File: src/dmah_map.svh
`ifndef DMAH_MAP_SVH
`define DMAH_MAP_SVH

// ----------------------------------------
// controller register offsets (software side)
// ----------------------------------------
`define DMAH_REG_CMD 12'h000
`define DMAH_REG_CFG 12'h004
`define DMAH_REG_STATUS 12'h008
`define DMAH_REG_IRQ_STAT 12'h00c
`define DMAH_REG_IRQ_MASK 12'h010

// ----------------------------------------
// controller field layout and reset values
// ----------------------------------------
`define DMAH_CMD_W 6
`define DMAH_CFG_WAIT_LSB 0
`define DMAH_CFG_USED_LSB 8
`define DMAH_CFG_RESET 32'h0000_0077
`define DMAH_EVT_W 3
`define DMAH_EVT_DONE 0
`define DMAH_EVT_TC_SEEN 1
`define DMAH_EVT_REFUSED 2

// ----------------------------------------
// device register map
// ----------------------------------------
`define DMAH_DEV_SWC_ADDR 32'h0000_0000
`define DMAH_DEV_CHC_BASE 32'h0000_0100
`define DMAH_DEV_CNT_BASE 32'h0000_0200
`define DMAH_SWC_RESET 8'h77
`define DMAH_CHC_EN 32'h0000_0001
`define DMAH_CHC_INIT 32'h0000_0002
`define DMAH_CHC_SWTRIG 32'h0000_0004
`define DMAH_CHC_EN_BIT 0
`define DMAH_CHC_TC_BIT 7

`endif

File: src/dmah_pkg.sv
package dmah_pkg;

  typedef enum logic [2:0] {
    OP_SWC = 3'b000,
    OP_POLL = 3'b001,
    OP_IRQ = 3'b010,
    OP_TRIG = 3'b011,
    OP_TERM = 3'b100
  } dmah_op_t;

  typedef struct packed {
    logic ram;
    logic [2:0] op;
    logic [1:0] ch;
  } dmah_cmd_t;

  typedef struct packed {
    logic [31:0] addr;
    logic write;
    logic [31:0] wdata;
  } dmah_apb_req_t;

  typedef enum logic [3:0] {
    ST_IDLE = 4'b0000,
    ST_SWC = 4'b0001,
    ST_POLL = 4'b0010,
    ST_POLL_X = 4'b0011,
    ST_IRQ_RD = 4'b0100,
    ST_TRG_CNT = 4'b0101,
    ST_TRG_WR = 4'b0110,
    ST_TRG_POLL = 4'b0111,
    ST_T_SAVE = 4'b1000,
    ST_T_CLR = 4'b1001,
    ST_T_INIT = 4'b1010,
    ST_T_TC = 4'b1011,
    ST_T_WB = 4'b1100,
    ST_T_EI = 4'b1101,
    ST_DONE = 4'b1110
  } dmah_state_t;

endpackage

File: src/dmah_apb_master.sv
`timescale 1ns/1ps

module dmah_apb_master (
  input wire logic pclk,
  input wire logic presetn,
  input wire logic start,
  input dmah_pkg::dmah_apb_req_t req,
  output logic done,
  output logic [31:0] rdata,
  output logic psel,
  output logic penable,
  output logic pwrite,
  output logic [31:0] paddr,
  output logic [31:0] pwdata,
  input wire logic [31:0] prdata,
  input wire logic pready
);

  // ----------------------------------------
  // one transfer at a time; start is ignored while busy
  // ----------------------------------------
  wire logic take = !psel && start;
  wire logic ends = psel && penable && pready;

  always_ff @(posedge pclk or negedge presetn) begin
    if (!presetn) begin
      psel <= 1'b0;
      penable <= 1'b0;
      pwrite <= 1'b0;
      paddr <= 32'h0000_0000;
      pwdata <= 32'h0000_0000;
      rdata <= 32'h0000_0000;
      done <= 1'b0;
    end else begin
      done <= ends;
      if (take) begin
        psel <= 1'b1;
        paddr <= req.addr;
        pwrite <= req.write;
        pwdata <= req.wdata;
      end else if (psel && !penable) begin
        penable <= 1'b1;
      end else if (ends) begin
        psel <= 1'b0;
        penable <= 1'b0;
        rdata <= prdata;
      end
    end
  end

endmodule

File: src/dmah_apb_slave.sv
`timescale 1ns/1ps
`include "dmah_map.svh"

module dmah_apb_slave (
  input wire logic pclk,
  input wire logic presetn,
  input wire logic psel,
  input wire logic penable,
  input wire logic pwrite,
  input wire logic [11:0] paddr,
  input wire logic [31:0] pwdata,
  output logic [31:0] prdata,
  output logic pready,
  output logic pslverr,
  output logic irq,
  output logic cmd_go,
  output dmah_pkg::dmah_cmd_t cmd,
  output logic [31:0] cfg,
  input wire logic [31:0] status,
  input wire logic [`DMAH_EVT_W-1:0] evt
);

  logic [`DMAH_EVT_W-1:0] stat_q, mask_q;

  // ----------------------------------------
  // decode
  // ----------------------------------------
  wire logic setup = psel && !penable;
  wire logic acc = psel && penable && pready;
  wire logic hit_cmd = paddr == `DMAH_REG_CMD;
  wire logic hit_cfg = paddr == `DMAH_REG_CFG;
  wire logic hit_sts = paddr == `DMAH_REG_STATUS;
  wire logic hit_ist = paddr == `DMAH_REG_IRQ_STAT;
  wire logic hit_msk = paddr == `DMAH_REG_IRQ_MASK;
  wire logic hit = hit_cmd | hit_cfg | hit_sts | hit_ist | hit_msk;
  wire logic wr = acc && pwrite;
  wire logic [31:0] rd_mux = hit_cfg ? cfg :
    hit_sts ? status :
    hit_ist ? {29'h0000_0000, stat_q} :
    hit_msk ? {29'h0000_0000, mask_q} : 32'h0000_0000;
  // a new event beats a write-one-to-clear in the same cycle
  wire logic [`DMAH_EVT_W-1:0] clr = (wr && hit_ist) ? pwdata[`DMAH_EVT_W-1:0] : 3'h0;
  wire logic [`DMAH_EVT_W-1:0] stat_d = (stat_q & ~clr) | evt;

  // ----------------------------------------
  // registers; zero wait states, pready in the first access cycle
  // ----------------------------------------
  always_ff @(posedge pclk or negedge presetn) begin
    if (!presetn) begin
      pready <= 1'b0;
      pslverr <= 1'b0;
      prdata <= 32'h0000_0000;
      cfg <= `DMAH_CFG_RESET;
      mask_q <= 3'h0;
      stat_q <= 3'h0;
      cmd_go <= 1'b0;
      cmd <= '0;
      irq <= 1'b0;
    end else begin
      pready <= setup;
      pslverr <= setup && !hit;
      prdata <= setup && !pwrite ? rd_mux : 32'h0000_0000;
      stat_q <= stat_d;
      irq <= |(stat_q & mask_q);
      cmd_go <= wr && hit_cmd;
      if (wr && hit_cmd) begin
        cmd <= pwdata[`DMAH_CMD_W-1:0];
      end
      if (wr && hit_cfg) begin
        cfg <= {20'h0_0000, pwdata[11:0]};
      end
      if (wr && hit_msk) begin
        mask_q <= pwdata[`DMAH_EVT_W-1:0];
      end
    end
  end

endmodule

File: src/dmah_ctrl.sv
// Our own choices: the address map and the APB interface to the registers.
`timescale 1ns/1ps
`include "dmah_map.svh"

module dmah_ctrl (
  input wire logic pclk,
  input wire logic presetn,
  input wire logic psel,
  input wire logic penable,
  input wire logic pwrite,
  input wire logic [11:0] paddr,
  input wire logic [31:0] pwdata,
  output logic [31:0] prdata,
  output logic pready,
  output logic pslverr,
  output logic irq,
  output logic mask_interrupts,
  output logic m_psel,
  output logic m_penable,
  output logic m_pwrite,
  output logic [31:0] m_paddr,
  output logic [31:0] m_pwdata,
  input wire logic [31:0] m_prdata,
  input wire logic m_pready
);

  // ----------------------------------------
  // helpers
  // ----------------------------------------
  function automatic logic [31:0] ctl_addr(input logic [1:0] ch);
    return `DMAH_DEV_CHC_BASE + {28'h000_0000, ch, 2'b00};
  endfunction

  function automatic logic [31:0] cnt_addr(input logic [1:0] ch);
    return `DMAH_DEV_CNT_BASE + {28'h000_0000, ch, 2'b00};
  endfunction

  function automatic logic [1:0] hi_ch(input logic [3:0] m);
    logic [1:0] r;
    r = 2'd0;
    for (int i = 0; i < 4; i++) begin
      if (m[i]) begin
        r = 2'(i);
      end
    end
    return r;
  endfunction

  // ----------------------------------------
  // state
  // ----------------------------------------
  dmah_pkg::dmah_state_t state_q;
  dmah_pkg::dmah_cmd_t cmd;
  dmah_pkg::dmah_apb_req_t req;
  logic cmd_go;
  logic [31:0] cfg;
  logic [31:0] status;
  logic [`DMAH_EVT_W-1:0] evt_q;
  logic [2:0] op_q;
  logic [1:0] ch_q;
  logic ram_q;
  logic [2:0] idx_q;
  logic [1:0] rep_q;
  logic pend_q;
  logic swc_done_q;
  logic [3:0] saved_q;
  logic [3:0] tcseen_q;
  logic [31:0] cnt_q;
  logic mdone;
  logic [31:0] mrdata;

  // ----------------------------------------
  // software-side registers
  // ----------------------------------------
  dmah_apb_slave u_slave (
    .pclk(pclk),
    .presetn(presetn),
    .psel(psel),
    .penable(penable),
    .pwrite(pwrite),
    .paddr(paddr),
    .pwdata(pwdata),
    .prdata(prdata),
    .pready(pready),
    .pslverr(pslverr),
    .irq(irq),
    .cmd_go(cmd_go),
    .cmd(cmd),
    .cfg(cfg),
    .status(status),
    .evt(evt_q)
  );

  // ----------------------------------------
  // decode
  // ----------------------------------------
  wire logic [7:0] cfg_wait = cfg[`DMAH_CFG_WAIT_LSB +: 8];
  wire logic [3:0] cfg_used = cfg[`DMAH_CFG_USED_LSB +: 4];
  wire logic [3:0] tgt_oh = 4'h1 << ch_q;
  wire logic [3:0] used_all = cfg_used | tgt_oh;
  wire logic [3:0] others = used_all & ~tgt_oh;
  wire logic [1:0] last_ch = hi_ch(used_all);
  wire logic [1:0] last_rep = ram_q ? 2'd2 : 2'd1;
  wire logic iter_st = state_q inside {dmah_pkg::ST_T_SAVE, dmah_pkg::ST_T_CLR, dmah_pkg::ST_T_TC,
                                       dmah_pkg::ST_T_WB};
  wire logic [3:0] iter_mask = (state_q == dmah_pkg::ST_T_CLR) ? used_all : others;
  wire logic [1:0] cur_ch = iter_st ? idx_q[1:0] : ch_q;
  wire logic iter_end = idx_q[2];
  wire logic iter_skip = !iter_end && !iter_mask[idx_q[1:0]];
  wire logic bus_st = iter_st ? (!iter_end && iter_mask[idx_q[1:0]]) :
    !(state_q inside {dmah_pkg::ST_IDLE, dmah_pkg::ST_T_EI, dmah_pkg::ST_DONE});
  wire logic start = bus_st && !pend_q;
  wire logic rd_tc = mrdata[`DMAH_CHC_TC_BIT];
  wire logic rd_en = mrdata[`DMAH_CHC_EN_BIT];
  wire logic op_bad = !(cmd.op inside {dmah_pkg::OP_SWC, dmah_pkg::OP_POLL, dmah_pkg::OP_IRQ,
                                       dmah_pkg::OP_TRIG, dmah_pkg::OP_TERM});
  // the reset wait value is known to misbehave, so it is never sent
  wire logic swc_bad = cmd.op == dmah_pkg::OP_SWC && cfg_wait == `DMAH_SWC_RESET;
  wire logic need_swc = cmd.op != dmah_pkg::OP_SWC && !swc_done_q;
  wire logic refuse = cmd_go && (state_q != dmah_pkg::ST_IDLE || op_bad || swc_bad || need_swc);
  wire logic last_clr = idx_q[1:0] == last_ch;

  assign status = {cnt_q[15:0], 4'h0, tcseen_q, saved_q, 2'b00, swc_done_q,
                   state_q != dmah_pkg::ST_IDLE};

  // ----------------------------------------
  // request to the device
  // ----------------------------------------
  wire logic req_wr = state_q inside {dmah_pkg::ST_SWC, dmah_pkg::ST_TRG_WR, dmah_pkg::ST_T_CLR,
                                      dmah_pkg::ST_T_INIT, dmah_pkg::ST_T_WB};
  wire logic [31:0] req_addr = state_q == dmah_pkg::ST_SWC ? `DMAH_DEV_SWC_ADDR :
    state_q inside {dmah_pkg::ST_TRG_CNT, dmah_pkg::ST_TRG_POLL} ? cnt_addr(cur_ch) : ctl_addr(cur_ch);
  logic [31:0] req_wdata;
  always_comb begin
    unique case (state_q)
      dmah_pkg::ST_SWC: req_wdata = {24'h00_0000, cfg_wait};
      dmah_pkg::ST_TRG_WR: req_wdata = `DMAH_CHC_EN | `DMAH_CHC_SWTRIG;
      dmah_pkg::ST_T_INIT: req_wdata = `DMAH_CHC_INIT;
      dmah_pkg::ST_T_WB: req_wdata = saved_q[idx_q[1:0]] ? `DMAH_CHC_EN : 32'h0000_0000;
      default: req_wdata = 32'h0000_0000;
    endcase
  end
  // one driver for the whole request word
  assign req = {req_addr, req_wr, req_wdata};

  dmah_apb_master u_master (
    .pclk(pclk),
    .presetn(presetn),
    .start(start),
    .req(req),
    .done(mdone),
    .rdata(mrdata),
    .psel(m_psel),
    .penable(m_penable),
    .pwrite(m_pwrite),
    .paddr(m_paddr),
    .pwdata(m_pwdata),
    .prdata(m_prdata),
    .pready(m_pready)
  );

  // ----------------------------------------
  // sequencer
  // ----------------------------------------
  always_ff @(posedge pclk or negedge presetn) begin
    if (!presetn) begin
      pend_q <= 1'b0;
    end else if (start) begin
      pend_q <= 1'b1;
    end else if (mdone) begin
      pend_q <= 1'b0;
    end
  end

  always_ff @(posedge pclk or negedge presetn) begin
    if (!presetn) begin
      state_q <= dmah_pkg::ST_IDLE;
      op_q <= 3'h0;
      ch_q <= 2'd0;
      ram_q <= 1'b0;
      idx_q <= 3'd0;
      rep_q <= 2'd0;
      swc_done_q <= 1'b0;
      saved_q <= 4'h0;
      tcseen_q <= 4'h0;
      cnt_q <= 32'h0000_0000;
      mask_interrupts <= 1'b0;
      evt_q <= 3'h0;
    end else begin
      evt_q <= {refuse, 1'b0, state_q == dmah_pkg::ST_DONE};
      idx_q <= iter_skip ? idx_q + 3'd1 : idx_q;
      unique case (state_q)
        dmah_pkg::ST_IDLE: begin
          idx_q <= 3'd0;
          rep_q <= 2'd0;
          if (cmd_go && !refuse) begin
            op_q <= cmd.op;
            ch_q <= cmd.ch;
            ram_q <= cmd.ram;
            unique case (cmd.op)
              dmah_pkg::OP_SWC: state_q <= dmah_pkg::ST_SWC;
              dmah_pkg::OP_POLL: state_q <= dmah_pkg::ST_POLL;
              dmah_pkg::OP_IRQ: state_q <= dmah_pkg::ST_IRQ_RD;
              // one trigger in flight at a time keeps requests spaced
              dmah_pkg::OP_TRIG: state_q <= dmah_pkg::ST_TRG_CNT;
              default: begin
                mask_interrupts <= 1'b1;
                saved_q <= 4'h0;
                state_q <= dmah_pkg::ST_T_SAVE;
              end
            endcase
          end
        end
        dmah_pkg::ST_SWC: begin
          if (mdone) begin
            swc_done_q <= 1'b1;
            state_q <= dmah_pkg::ST_DONE;
          end
        end
        dmah_pkg::ST_POLL: begin
          if (mdone && rd_tc) begin
            tcseen_q[ch_q] <= 1'b1;
            evt_q[`DMAH_EVT_TC_SEEN] <= 1'b1;
            state_q <= dmah_pkg::ST_POLL_X;
          end
        end
        dmah_pkg::ST_POLL_X: begin
          // one read may fail to clear the flag, so three follow
          if (mdone) begin
            rep_q <= rep_q + 2'd1;
            if (rep_q == 2'd2) begin
              state_q <= dmah_pkg::ST_DONE;
            end
          end
        end
        dmah_pkg::ST_IRQ_RD: begin
          if (mdone) begin
            rep_q <= rep_q + 2'd1;
            if (rd_tc) begin
              tcseen_q[ch_q] <= 1'b1;
            end
            if (rep_q == 2'd2) begin
              state_q <= dmah_pkg::ST_DONE;
            end
          end
        end
        dmah_pkg::ST_TRG_CNT: begin
          if (mdone) begin
            cnt_q <= mrdata;
            state_q <= dmah_pkg::ST_TRG_WR;
          end
        end
        dmah_pkg::ST_TRG_WR: begin
          if (mdone) begin
            state_q <= dmah_pkg::ST_TRG_POLL;
          end
        end
        dmah_pkg::ST_TRG_POLL: begin
          if (mdone && mrdata != cnt_q) begin
            cnt_q <= mrdata;
            state_q <= dmah_pkg::ST_DONE;
          end
        end
        dmah_pkg::ST_T_SAVE: begin
          if (iter_end) begin
            idx_q <= 3'd0;
            state_q <= dmah_pkg::ST_T_CLR;
          end else if (mdone) begin
            saved_q[idx_q[1:0]] <= rd_en;
            idx_q <= idx_q + 3'd1;
          end
        end
        dmah_pkg::ST_T_CLR: begin
          // stopping every used channel and the target first, the initialise bit alone is unreliable
          if (iter_end) begin
            idx_q <= 3'd0;
            state_q <= dmah_pkg::ST_T_INIT;
          end else if (mdone) begin
            if (last_clr && rep_q != last_rep) begin
              rep_q <= rep_q + 2'd1;
            end else begin
              rep_q <= 2'd0;
              idx_q <= idx_q + 3'd1;
            end
          end
        end
        dmah_pkg::ST_T_INIT: begin
          if (mdone) begin
            idx_q <= 3'd0;
            state_q <= dmah_pkg::ST_T_TC;
          end
        end
        dmah_pkg::ST_T_TC: begin
          // these reads consume the survivors' completion flags
          if (iter_end) begin
            idx_q <= 3'd0;
            state_q <= dmah_pkg::ST_T_WB;
          end else if (mdone) begin
            if (rd_tc && saved_q[idx_q[1:0]]) begin
              saved_q[idx_q[1:0]] <= 1'b0;
            end
            idx_q <= idx_q + 3'd1;
          end
        end
        dmah_pkg::ST_T_WB: begin
          if (iter_end) begin
            state_q <= dmah_pkg::ST_T_EI;
          end else if (mdone) begin
            idx_q <= idx_q + 3'd1;
          end
        end
        dmah_pkg::ST_T_EI: begin
          mask_interrupts <= 1'b0;
          state_q <= dmah_pkg::ST_DONE;
        end
        dmah_pkg::ST_DONE: begin
          state_q <= dmah_pkg::ST_IDLE;
        end
        default: begin
          state_q <= dmah_pkg::ST_IDLE;
        end
      endcase
    end
  end

endmodule

File: config.mk
export PLATFORM = sky130hd
export DESIGN_NAME = dmah_ctrl
export DESIGN_NICKNAME = d
export VERILOG_FILES = /design/src/dmah_pkg.sv /design/src/dmah_apb_master.sv /design/src/dmah_apb_slave.sv /design/src/dmah_ctrl.sv
export VERILOG_INCLUDE_DIRS = /design/src /design/src/src
export SDC_FILE = /design/constraint.sdc
export NUM_CORES = 1
export LEC_CHECK = 0
export BUFFER_PORTS_ARGS = -buffer_cell sky130_fd_sc_hd__buf_2
export CORE_ASPECT_RATIO = 1.25
export CORE_UTILIZATION = 45
export DETAILED_ROUTE_END_ITERATION = 8
export PLACE_DENSITY = 0.75
export SLEW_MARGIN = 30
export SYNTH_ARGS = -nofsm -noshare
export SYNTH_HDL_FRONTEND = slang
export SYNTH_SLANG_ARGS = --single-unit
File: constraint.sdc
create_clock -name pclk -period 2.8 [get_ports pclk]
set_clock_uncertainty 0.15 [all_clocks]
set_input_delay 0.42 -clock pclk [delete_from_list [all_inputs] [get_ports pclk]]
set_output_delay 0.42 -clock pclk [all_outputs]
set_load 0.02 [all_outputs]
==> out/results.ini, run 1 <==
[outcome]
status = finished clean

[synth]
synthCells = 711
ys_async_sr_fraction_pct = 100
synth_seq_area_share_pct = 49.5
synth_edf_count = 0
synth_top_area_cell = dfrtp_1
synth_area_per_cell_um2 = 11.5
synthAdderAreaFrac_pct = 0.763
yosys.area_share.xor_xnor_pct = 3.95
synth-compound-area-share_pct = 10.7
synthTopCellsByCount = 156 x dfrtp_1, 58 x buf_4, 58 x mux2_2, 43 x nor2_1, 33 x xnor2_1
yosys_warnings = 0
ys_ff_latch = 162
synth_top_family_by_area = multiplexers
synth_area_leaders = dfrtp_1 48%, mux2_2 8.0%, mux2_4 5.9%
synth.most_common_cell = dfrtp_1
synthesis.area_mm2 = 0.00820
yosys.area_share.simple_pct = 11.8
synth_mux_area_share_pct = 14.6
yosys.area.top_type_share_pct = 47.6
ys_types = 72
ys.flop_type = dfrtp_1

[clock_network]
cts_root_buf = clkbuf_16
cts_tree = yes
post_cts_buffers = 0
clock_sinks = 162
cts.reportedPaths.clkPinSlew_ps = 70
clock_path_buffers = 2
cts.htree.levels = 4
cts_buffers = 17
clkLatencyLatePin_ps = 430

[grt]
grt_usage_pct = 20.0
globalRouteOverflowTotal = 0
antenna_found_initial = 0
grt_max_degree = 98
grt_pass1_vias = 5573
grt_pass1_wl_mm = 28.9

[floorplanning]
die_x_um = 123
coreArea_mm2 = 0.0176
dieHeight_um = 153
dieArea_mm2 = 0.0188
start_util_pct = 46.5
fp-row-count = 54
ioPinCount = 185

[setup_path]
crit_chain = and2b_1, nand4_1, nor4_1, nand3_1, and3_2, buf_12, mux2_4
critical_path_arrival_ps = 2770
criticalPathCategory = reg2reg
reg2reg_depth = 7
cp.required_ps = 2970
crit_path_max_incr_delay_ps = 410
worstPathMaxFanout = 32
r2r_setup_slack_ps = 200
cp-start-kind = flop
end_kind = flop
cpMaxStageDelayCell = nor4_1

[sta]
worst_pin_slew_ps = 790
whs_ps = 30.7
rsz0062_at_grt = no
fmax_ghz = 0.384
min_period_over_period_pct = 93.0
relSlewSlack_pct = 47.3
slew_viol_final = 0
setup_violations = 0
fin_setup_tns_ps = 0
min_period_ps = 2600
hold_viol = 0

[place]
postPlaceCellArea_mm2 = 0.00883
gp_congestion = 0.927
dp_hpwl_mm = 12.6
port-buffer-count = 108

[routing]
wl_per_cell_um = 16.8
routed_wl_mm = 17.7
first_iter_violations = 293
detail-route-antenna-nets = 0
drcViolationCount = 0
num_vias = 5710
firstDrtPassIters = 5
vias_per_cell = 5.39

[finish]
synthToLayoutAreaGrowth_pct = 14.7
layout-drive-gt1-share_pct = 34.0
diodes = 0
nets = 909
fin_area_mm2 = 0.00941

[worst_hold_path]
worstHoldPathCells = 2
hold_path_class = in2reg

[power]
p_leak_uw = 0.00456
p_per_area_mw_per_mm2 = 624
peakVddDrop_uv = 410

[job]
max_cap_viol_count = 0

==> placed cells by master (no fill, tap or decap), types with 7 or more instances in the layout <==
cell,Yosys,final
buf_2,12,107
nor2b_1,7,7
conb_1,1,56
xnor2_1,33,33
nor2_1,43,43
nor4_1,8,7
a22o_1,10,10
mux2_2,58,58
and3_1,22,20
nand2b_1,9,9
mux2_4,32,32
inv_1,20,20
nand2_1,29,29
nand4_1,10,10
a22oi_1,14,14
clkbuf_16,0,17
dfrtp_1,156,156
a21oi_1,19,19
o21ai_0,26,26
nor3_1,17,17
buf_4,58,18
==> per-stage QoR <==
stage / std cells / worst slack (ps) / utilization, % / power, uW
floorplan: 766 / 576 / - / 3460
global route: 1059 / 150 / 53.4 / 6120
detailed placement: 1026 / 284 / 50.1 / 3670
finish: 1059 / 196 / 53.4 / 5870
global placement: 1026 / 326 / 50.1 / 3620
CTS: 1059 / 270 / 53.3 / 5920
==> sequential cells by signal, indices dropped and copies added (netlist names), 2 cells and up <==
signal           flops
u_slave.mask_q       3
u_slave.prdata      28
saved_q              4
ch_q                 2
rep_q                2
state_q              4
evt_q                3
u_master.rdata      32
u_slave.cfg         12
u_master.pwdata      8
idx_q                3
u_master.paddr       4
tcseen_q             4
u_slave.cmd          6
u_slave.stat_q       3
cnt_q               32
==> timing repair <==
item | CTS | global route
hold buffers | 1 | 0
hold endpoints to repair | 156 | 0
gates resized for setup | 0 | 0
==> cell type report <==
class                      instances  area, um^2
clock buffer                      19         433
multi-input combinational        490        3660
fill                            1570        8220
inverter                          20        75.1
clock inverter                    13         128
tap                              224         280
timing repair buffer             131         772
sequential                       162        4060
==> worst max-delay path, delay by kind of cell, from the launching register on <==
family	cells	cell delay (ps)
and+or+nand+nor	5	1410
DFF	1	390
muxes	1	330
buffers and inverters	1	190
==> logic make-up after synthesis <==
| group | Yosys count |
|---|---|
| flip-flops | 162 |
| AND/OR/NAND/NOR | 174 |
| XOR/XNOR | 37 |
| AO/OA/AOI/OAI | 123 |
| multiplexers | 95 |
| adder cells (fa/ha/maj) | 5 |
| other | 1 |
| buffers and inverters | 114 |
==> worst paths after layout <==
kind                            start           endpoint
max                        state_q[3]          cnt_q[16]
min                           penable     u_slave.pready
max reg2reg                state_q[3]          cnt_q[16]
min reg2reg                  evt_q[0]  u_slave.stat_q[0]
max in group asynchronous     presetn          cnt_q[22]
min in group asynchronous     presetn    u_slave.cfg[10]
==> where the power goes <==
group	internal, uW	leakage, uW	switching [uW]	total [uW]
logic	419	0.00212	353	771
registers	2590	0.00217	253	2840
clock network	1240	0.000271	1010	2250
total	4250	0.00456	1620	5870
==> per-layer routing <==
metal,track usage [%],wire [um],part of all wire [%],vias to the layer above
met3,4.70,924,5.2,44
met4,7.55,489,2.8,0
met2,32.9,8840,50,203
met5,0,0,0,-
met1,25.1,7490,42,2810
li1,-,-,-,2653
Note: power is estimated with default switching activity, not from simulation.
==> inputs of run 2 (changes only) <==
--- a/config.mk
+++ b/config.mk
@@ -10,6 +10,7 @@
 export CORE_ASPECT_RATIO = 1.25
 export CORE_UTILIZATION = 45
 export DETAILED_ROUTE_END_ITERATION = 8
+export GPL_TIMING_DRIVEN = 0
 export PLACE_DENSITY = 0.75
 export SLEW_MARGIN = 30
 export SYNTH_ARGS = -nofsm -noshare
==> out/results.ini, run 2 (synthesis gave the netlist of run 1 again) <==
[power]
power_frac_comb_pct = 14.1  ; was 13.1%
switching_share_pct = 27.7  ; was 27.5%
p_per_area_mw_per_mm2 = 607  ; was 624 mW/mm^2
peakVddDrop_uv = 440  ; was 410 uV
power.switching_uw = 1660  ; was 1620 uW
internal_power_uw = 4340  ; was 4250 uW
clkPwrFrac_pct = 38.5  ; was 38.4%
total_power_uw = 5990  ; was 5870 uW
power.share.sequential_pct = 47.4  ; was 48.4%
p_leak_uw = 0.00488  ; was 0.00456 uW

[sta]
fmax_ghz = 0.392  ; was 0.384 GHz
fin_setup_tns_ps = 0  ; unchanged
hold_viol = 0  ; unchanged
setup_violations = 0  ; unchanged
min_period_over_period_pct = 91.1  ; was 93.0%
worst_pin_slew_ps = 986  ; was 790 ps
relSlewSlack_pct = 33.7  ; was 47.3%
rsz0062_at_grt = no  ; unchanged
setup_ws_ps = 250  ; was 196 ps
min_period_ps = 2550  ; was 2600 ps
slew_viol_final = 0  ; unchanged

[setup_path]
crit_path_max_incr_delay_ps = 460  ; was 410 ps
worstPathMaxFanout = 10  ; was 32
critical_path_arrival_ps = 2720  ; was 2770 ps
end_kind = flop  ; unchanged
cp-start-kind = flop  ; unchanged
cp.required_ps = 2970  ; about the same
crit_chain = and2b_1, nand4_1, nor4_2, nand3_1, and3_1, buf_2, buf_6, mux2_4  ; was and2b_1, nand4_1, nor4_1, nand3_1, and3_2, buf_12, mux2_4
cpMaxStageDelayCell = dfrtp_1  ; was nor4_1
criticalPathCategory = reg2reg  ; unchanged

[finish]
diodes = 0  ; unchanged
final_cell_mix = 156 x dfrtp_1, 118 x buf_2, 58 x buf_4, 58 x mux2_2, 56 x conb_1  ; was 156 x dfrtp_1, 107 x buf_2, 58 x mux2_2
fin_area_mm2 = 0.00987  ; was 0.00941 mm^2
finish.utilization_pct = 56.0  ; was 53.4%
nets = 981  ; was 909
layout-drive-gt1-share_pct = 37.4  ; was 34.0%
largestRegisters = cnt_q x32, u_master.rdata x32, u_slave.prdata x28  ; unchanged
final_common_cell = dfrtp_1  ; unchanged
synthToLayoutAreaGrowth_pct = 20.3  ; was 14.7%

[floorplanning]
ioPinCount = 185  ; unchanged
die_x_um = 123  ; unchanged
dieArea_mm2 = 0.0188  ; unchanged
fp-row-count = 54  ; unchanged
dieHeight_um = 153  ; unchanged
start_util_pct = 46.5  ; unchanged
coreArea_mm2 = 0.0176  ; unchanged

[grt]
antenna_found_initial = 0  ; unchanged
globalRouteOverflowTotal = 0  ; unchanged
grt_pass1_wl_mm = 31.4  ; was 28.9 mm
grt_pass1_vias = 5970  ; was 5,573
grt_max_degree = 89  ; was 98
grt_usage_pct = 21.9  ; was 20.0%

[clock_network]
cts_root_buf = clkbuf_16  ; unchanged
clkLatencyLatePin_ps = 430  ; about the same
clock_path_buffers = 2  ; unchanged
cts.htree.levels = 4  ; unchanged
cts_buffers = 17  ; unchanged
cts_tree = yes  ; unchanged
post_cts_buffers = 0  ; unchanged
clock_sinks = 162  ; unchanged
cts.reportedPaths.clkPinSlew_ps = 70  ; about the same

[worst_hold_path]
hold_path_class = in2reg  ; unchanged

[routing]
num_vias = 5953  ; was 5,710
first_iter_violations = 361  ; was 293
detail-route-antenna-nets = 0  ; unchanged
firstDrtPassIters = 5  ; unchanged
routed_wl_mm = 19.4  ; was 17.7 mm
vias_per_cell = 5.26  ; was 5.39
drcViolationCount = 0  ; unchanged
wl_per_cell_um = 17.2  ; was 16.8 um

[place]
pre_cts_slack_ps = 112  ; was 284 ps
postPlaceCellArea_mm2 = 0.00926  ; was 0.00883 mm^2
port-buffer-count = 107  ; was 108
dp_hpwl_mm = 14.0  ; was 12.6 mm
gp_congestion = 0.924  ; was 0.927

[job]
max_cap_viol_count = 0  ; unchanged

[outcome]
status = finished clean  ; unchanged

run 2: cell count changes in the layout (fill, tap and decap cells not counted), sizes merged:
cell / change
clkbuf: +11
clkinvlp: +1
inv: +1
buf: +60
clkinv: -1
run 2: power groups by stage:
stage / clock (uW) / sequential, uW / combinational (uW)
global route: 2440 / 2890 / 934
detailed placement: 0 / 2890 / 848
global placement: 0 / 2870 / 821
floorplan: 0 / 2830 / 630
CTS: 2340 / 2850 / 854
finish: 2300 / 2840 / 845
run 2: path summary, 6_finish.rpt:
check / cells past startpoint / from / slack, ps / end
setup / recovery: 8 / state_q[2] / 250 / cnt_q[2]
hold / removal: 2 / penable / 40 / u_slave.pready
setup reg to reg: 8 / state_q[2] / 250 / cnt_q[2]
hold reg to reg: 1 / evt_q[2] / 280 / u_slave.stat_q[2]
max in group asynchronous: 3 / presetn / 1270 / cnt_q[30]
min in group asynchronous: 2 / presetn / 390 / u_slave.prdata[10]
run 2: final cells by class:
type	instances	area [um^2]
buffer	94	631
clock buffer	18	439
clock inverter	14	145
fill	1572	7760
inverter	20	75.1
multi-input combinational	490	3660
sequential	162	4060
tap	224	280
timing repair buffer	109	583
run 2: repair_timing:
item / in CTS / in global routing
resized for setup: 0 / 1
setup endpoints to repair: 0 / 30
hold buffers: 1 / 0
endpoints found under the hold margin: 68 / 0
run 2: layer usage:
layer	wire [um]	vias up	track usage, %
met2	9980	244	37.7
li1	-	2786	-
met4	453	0	8.25
met5	0	-	0
met3	1010	34	3.54
met1	7960	2889	27.2
run 2: through the flow:
step / instances / hold WS, ps
after floorplan: 766 / -25.6
after global placement: 1097 / 256
after detailed placement: 1098 / 267
after CTS: 1131 / 27.3
after global routing: 1131 / 31.2
final: 1131 / 38.9
run 2: critical path: cells and delay by family, from the launching register on:
family / cells / cell delay [ps]
buffers and inverters: 2 / 350
flip-flops: 1 / 460
multiplexers: 1 / 300
AND/OR/NAND/NOR: 5 / 1170
==> inputs of run 3 (changes only) <==
==> constraint.sdc (replaced) <==
create_clock -name pclk -period 2.9 [get_ports pclk]
set_clock_uncertainty 0.15 [all_clocks]
set_input_delay 0.435 -clock pclk [delete_from_list [all_inputs] [get_ports pclk]]
set_output_delay 0.435 -clock pclk [all_outputs]
set_load 0.02 [all_outputs]
==> out/results.ini, run 3 (synthesis gave the netlist of run 1 again) <==
[setup_path]
cpMaxStageDelayCell = dfrtp_1  ; unchanged
critical_path_arrival_ps = 2840  ; was 2720 ps
crit_path_max_incr_delay_ps = 460  ; about the same
end_kind = flop  ; unchanged
crit_chain = and2b_1, nand4_1, nor4_1, nand3_1, and3_1, buf_2, buf_6, mux2_4  ; was and2b_1, nand4_1, nor4_2, nand3_1, and3_1, buf_2, buf_6, mux2_4
cp-start-kind = flop  ; unchanged
worstPathMaxFanout = 10  ; unchanged
cp.required_ps = 3070  ; was 2970 ps
criticalPathCategory = reg2reg  ; unchanged

[place]
dp_hpwl_mm = 14.0  ; unchanged
gp_congestion = 0.924  ; unchanged
postPlaceCellArea_mm2 = 0.00926  ; unchanged
port-buffer-count = 107  ; unchanged

[floorplanning]
die_x_um = 123  ; unchanged
ioPinCount = 185  ; unchanged
dieHeight_um = 153  ; unchanged
fp-row-count = 54  ; unchanged
coreArea_mm2 = 0.0176  ; unchanged
dieArea_mm2 = 0.0188  ; unchanged
start_util_pct = 46.5  ; unchanged

[sta]
slew_viol_final = 0  ; unchanged
worst_pin_slew_ps = 956  ; was 986 ps
min_period_over_period_pct = 92.3  ; was 91.1%
rsz0062_at_grt = no  ; unchanged
relSlewSlack_pct = 35.7  ; was 33.7%
min_period_ps = 2680  ; was 2550 ps
hold_viol = 0  ; unchanged
setup_violations = 0  ; unchanged
whs_ps = 54.4  ; was 38.9 ps
fmax_ghz = 0.374  ; was 0.392 GHz

[routing]
routed_wl_mm = 19.4  ; about the same
detail-route-antenna-nets = 0  ; unchanged
drcViolationCount = 0  ; unchanged
firstDrtPassIters = 6  ; was 5
wl_per_cell_um = 17.1  ; was 17.2 um
first_iter_violations = 339  ; was 361
vias_per_cell = 5.24  ; was 5.26
num_vias = 5928  ; was 5,953

[clock_network]
cts.htree.levels = 4  ; unchanged
cts_buffers = 17  ; unchanged
clock_path_buffers = 2  ; unchanged
cts-resized-gates = 0  ; unchanged
cts_tree = yes  ; unchanged
clock_sinks = 162  ; unchanged
cts.reportedPaths.clkPinSlew_ps = 70  ; about the same
cts_root_buf = clkbuf_16  ; unchanged
clkLatencyLatePin_ps = 430  ; about the same

[power]
p_per_area_mw_per_mm2 = 586  ; was 607 mW/mm^2
p_leak_uw = 0.00488  ; about the same
total_power_uw = 5780  ; was 5990 uW
peakVddDrop_uv = 424  ; was 440 uV

[grt]
grt_pass1_vias = 5970  ; unchanged
grt_max_degree = 89  ; unchanged
antenna_found_initial = 0  ; unchanged
grt_usage_pct = 21.9  ; unchanged
grt_pass1_wl_mm = 31.4  ; unchanged
globalRouteOverflowTotal = 0  ; unchanged

[finish]
fin_area_mm2 = 0.00986  ; was 0.00987 mm^2
layout-drive-gt1-share_pct = 37.3  ; was 37.4%
synthToLayoutAreaGrowth_pct = 20.2  ; was 20.3%
final_common_cell = dfrtp_1  ; unchanged
largestRegisters = cnt_q x32, u_master.rdata x32, u_slave.prdata x28  ; unchanged
final_cell_mix = 156 x dfrtp_1, 118 x buf_2, 58 x buf_4, 58 x mux2_2, 56 x conb_1  ; unchanged
diodes = 0  ; unchanged
nets = 981  ; unchanged

[outcome]
status = finished clean  ; unchanged

[worst_hold_path]
hold_path_class = in2reg  ; unchanged

[job]
max_cap_viol_count = 0  ; unchanged

run 3: area by class of cell:
class                           count  area (um^2)
Fill cell                        1573         7770
Multi-Input combinational cell    490         3650
Tap cell                          224          280
Buffer                             94          631
Clock buffer                       18          439
Sequential cell                   162         4060
Clock inverter                     14          145
Inverter                           20         75.1
Timing Repair Buffer              109          583
run 3: path summary, 6_finish.rpt:
kind	from	to	slack [ps]	cells after the start
hold reg to reg	evt_q[2]	u_slave.stat_q[2]	280	1
min in group asynchronous	presetn	u_slave.prdata[10]	410	2
hold / removal	penable	u_slave.pready	50	2
setup reg to reg	state_q[2]	cnt_q[2]	220	8
setup / recovery	state_q[2]	cnt_q[2]	220	8
max in group asynchronous	presetn	cnt_q[4]	1380	3
run 3: worst max-delay path, delay by kind of cell (launching register included):
family	cells	cell delay, ps
buffers and inverters	2	350
flip-flops	1	460
multiplexers	1	300
AND/OR/NAND/NOR	5	1290
run 3: layer usage:
metal | track usage (%) | routed length [um] | vias to the layer above
met2 | 37.7 | 10000 | 213
met3 | 3.54 | 935 | 30
met1 | 27.2 | 7990 | 2901
li1 | - | - | 2784
met4 | 8.25 | 442 | 0
met5 | 0 | 0 | -
run 3: per-stage QoR:
step | cells | setup slack [ps] | setup TNS [ps] | utilization (%)
finish | 1131 | 224 | 0 | 55.9
global route | 1131 | 51.2 | 0 | 55.9
CTS | 1131 | 229 | 0 | 55.9
detailed placement | 1098 | 197 | 0 | 52.5
global placement | 1097 | -1150 | -177400 | 52.3
floorplan | 766 | 661 | 0 | -
run 3: power breakdown:
group	switching, uW	internal, uW
sequential	243	2500
clock	994	1230
combinational	362	452
total	1600	4190
run 3: what timing repair did:
item                                   4_1_cts  5_1_grt
setup endpoints to repair                    0        0
hold buffers                                 1        0
setup buffers                                0        0
endpoints found under the hold margin       68        0
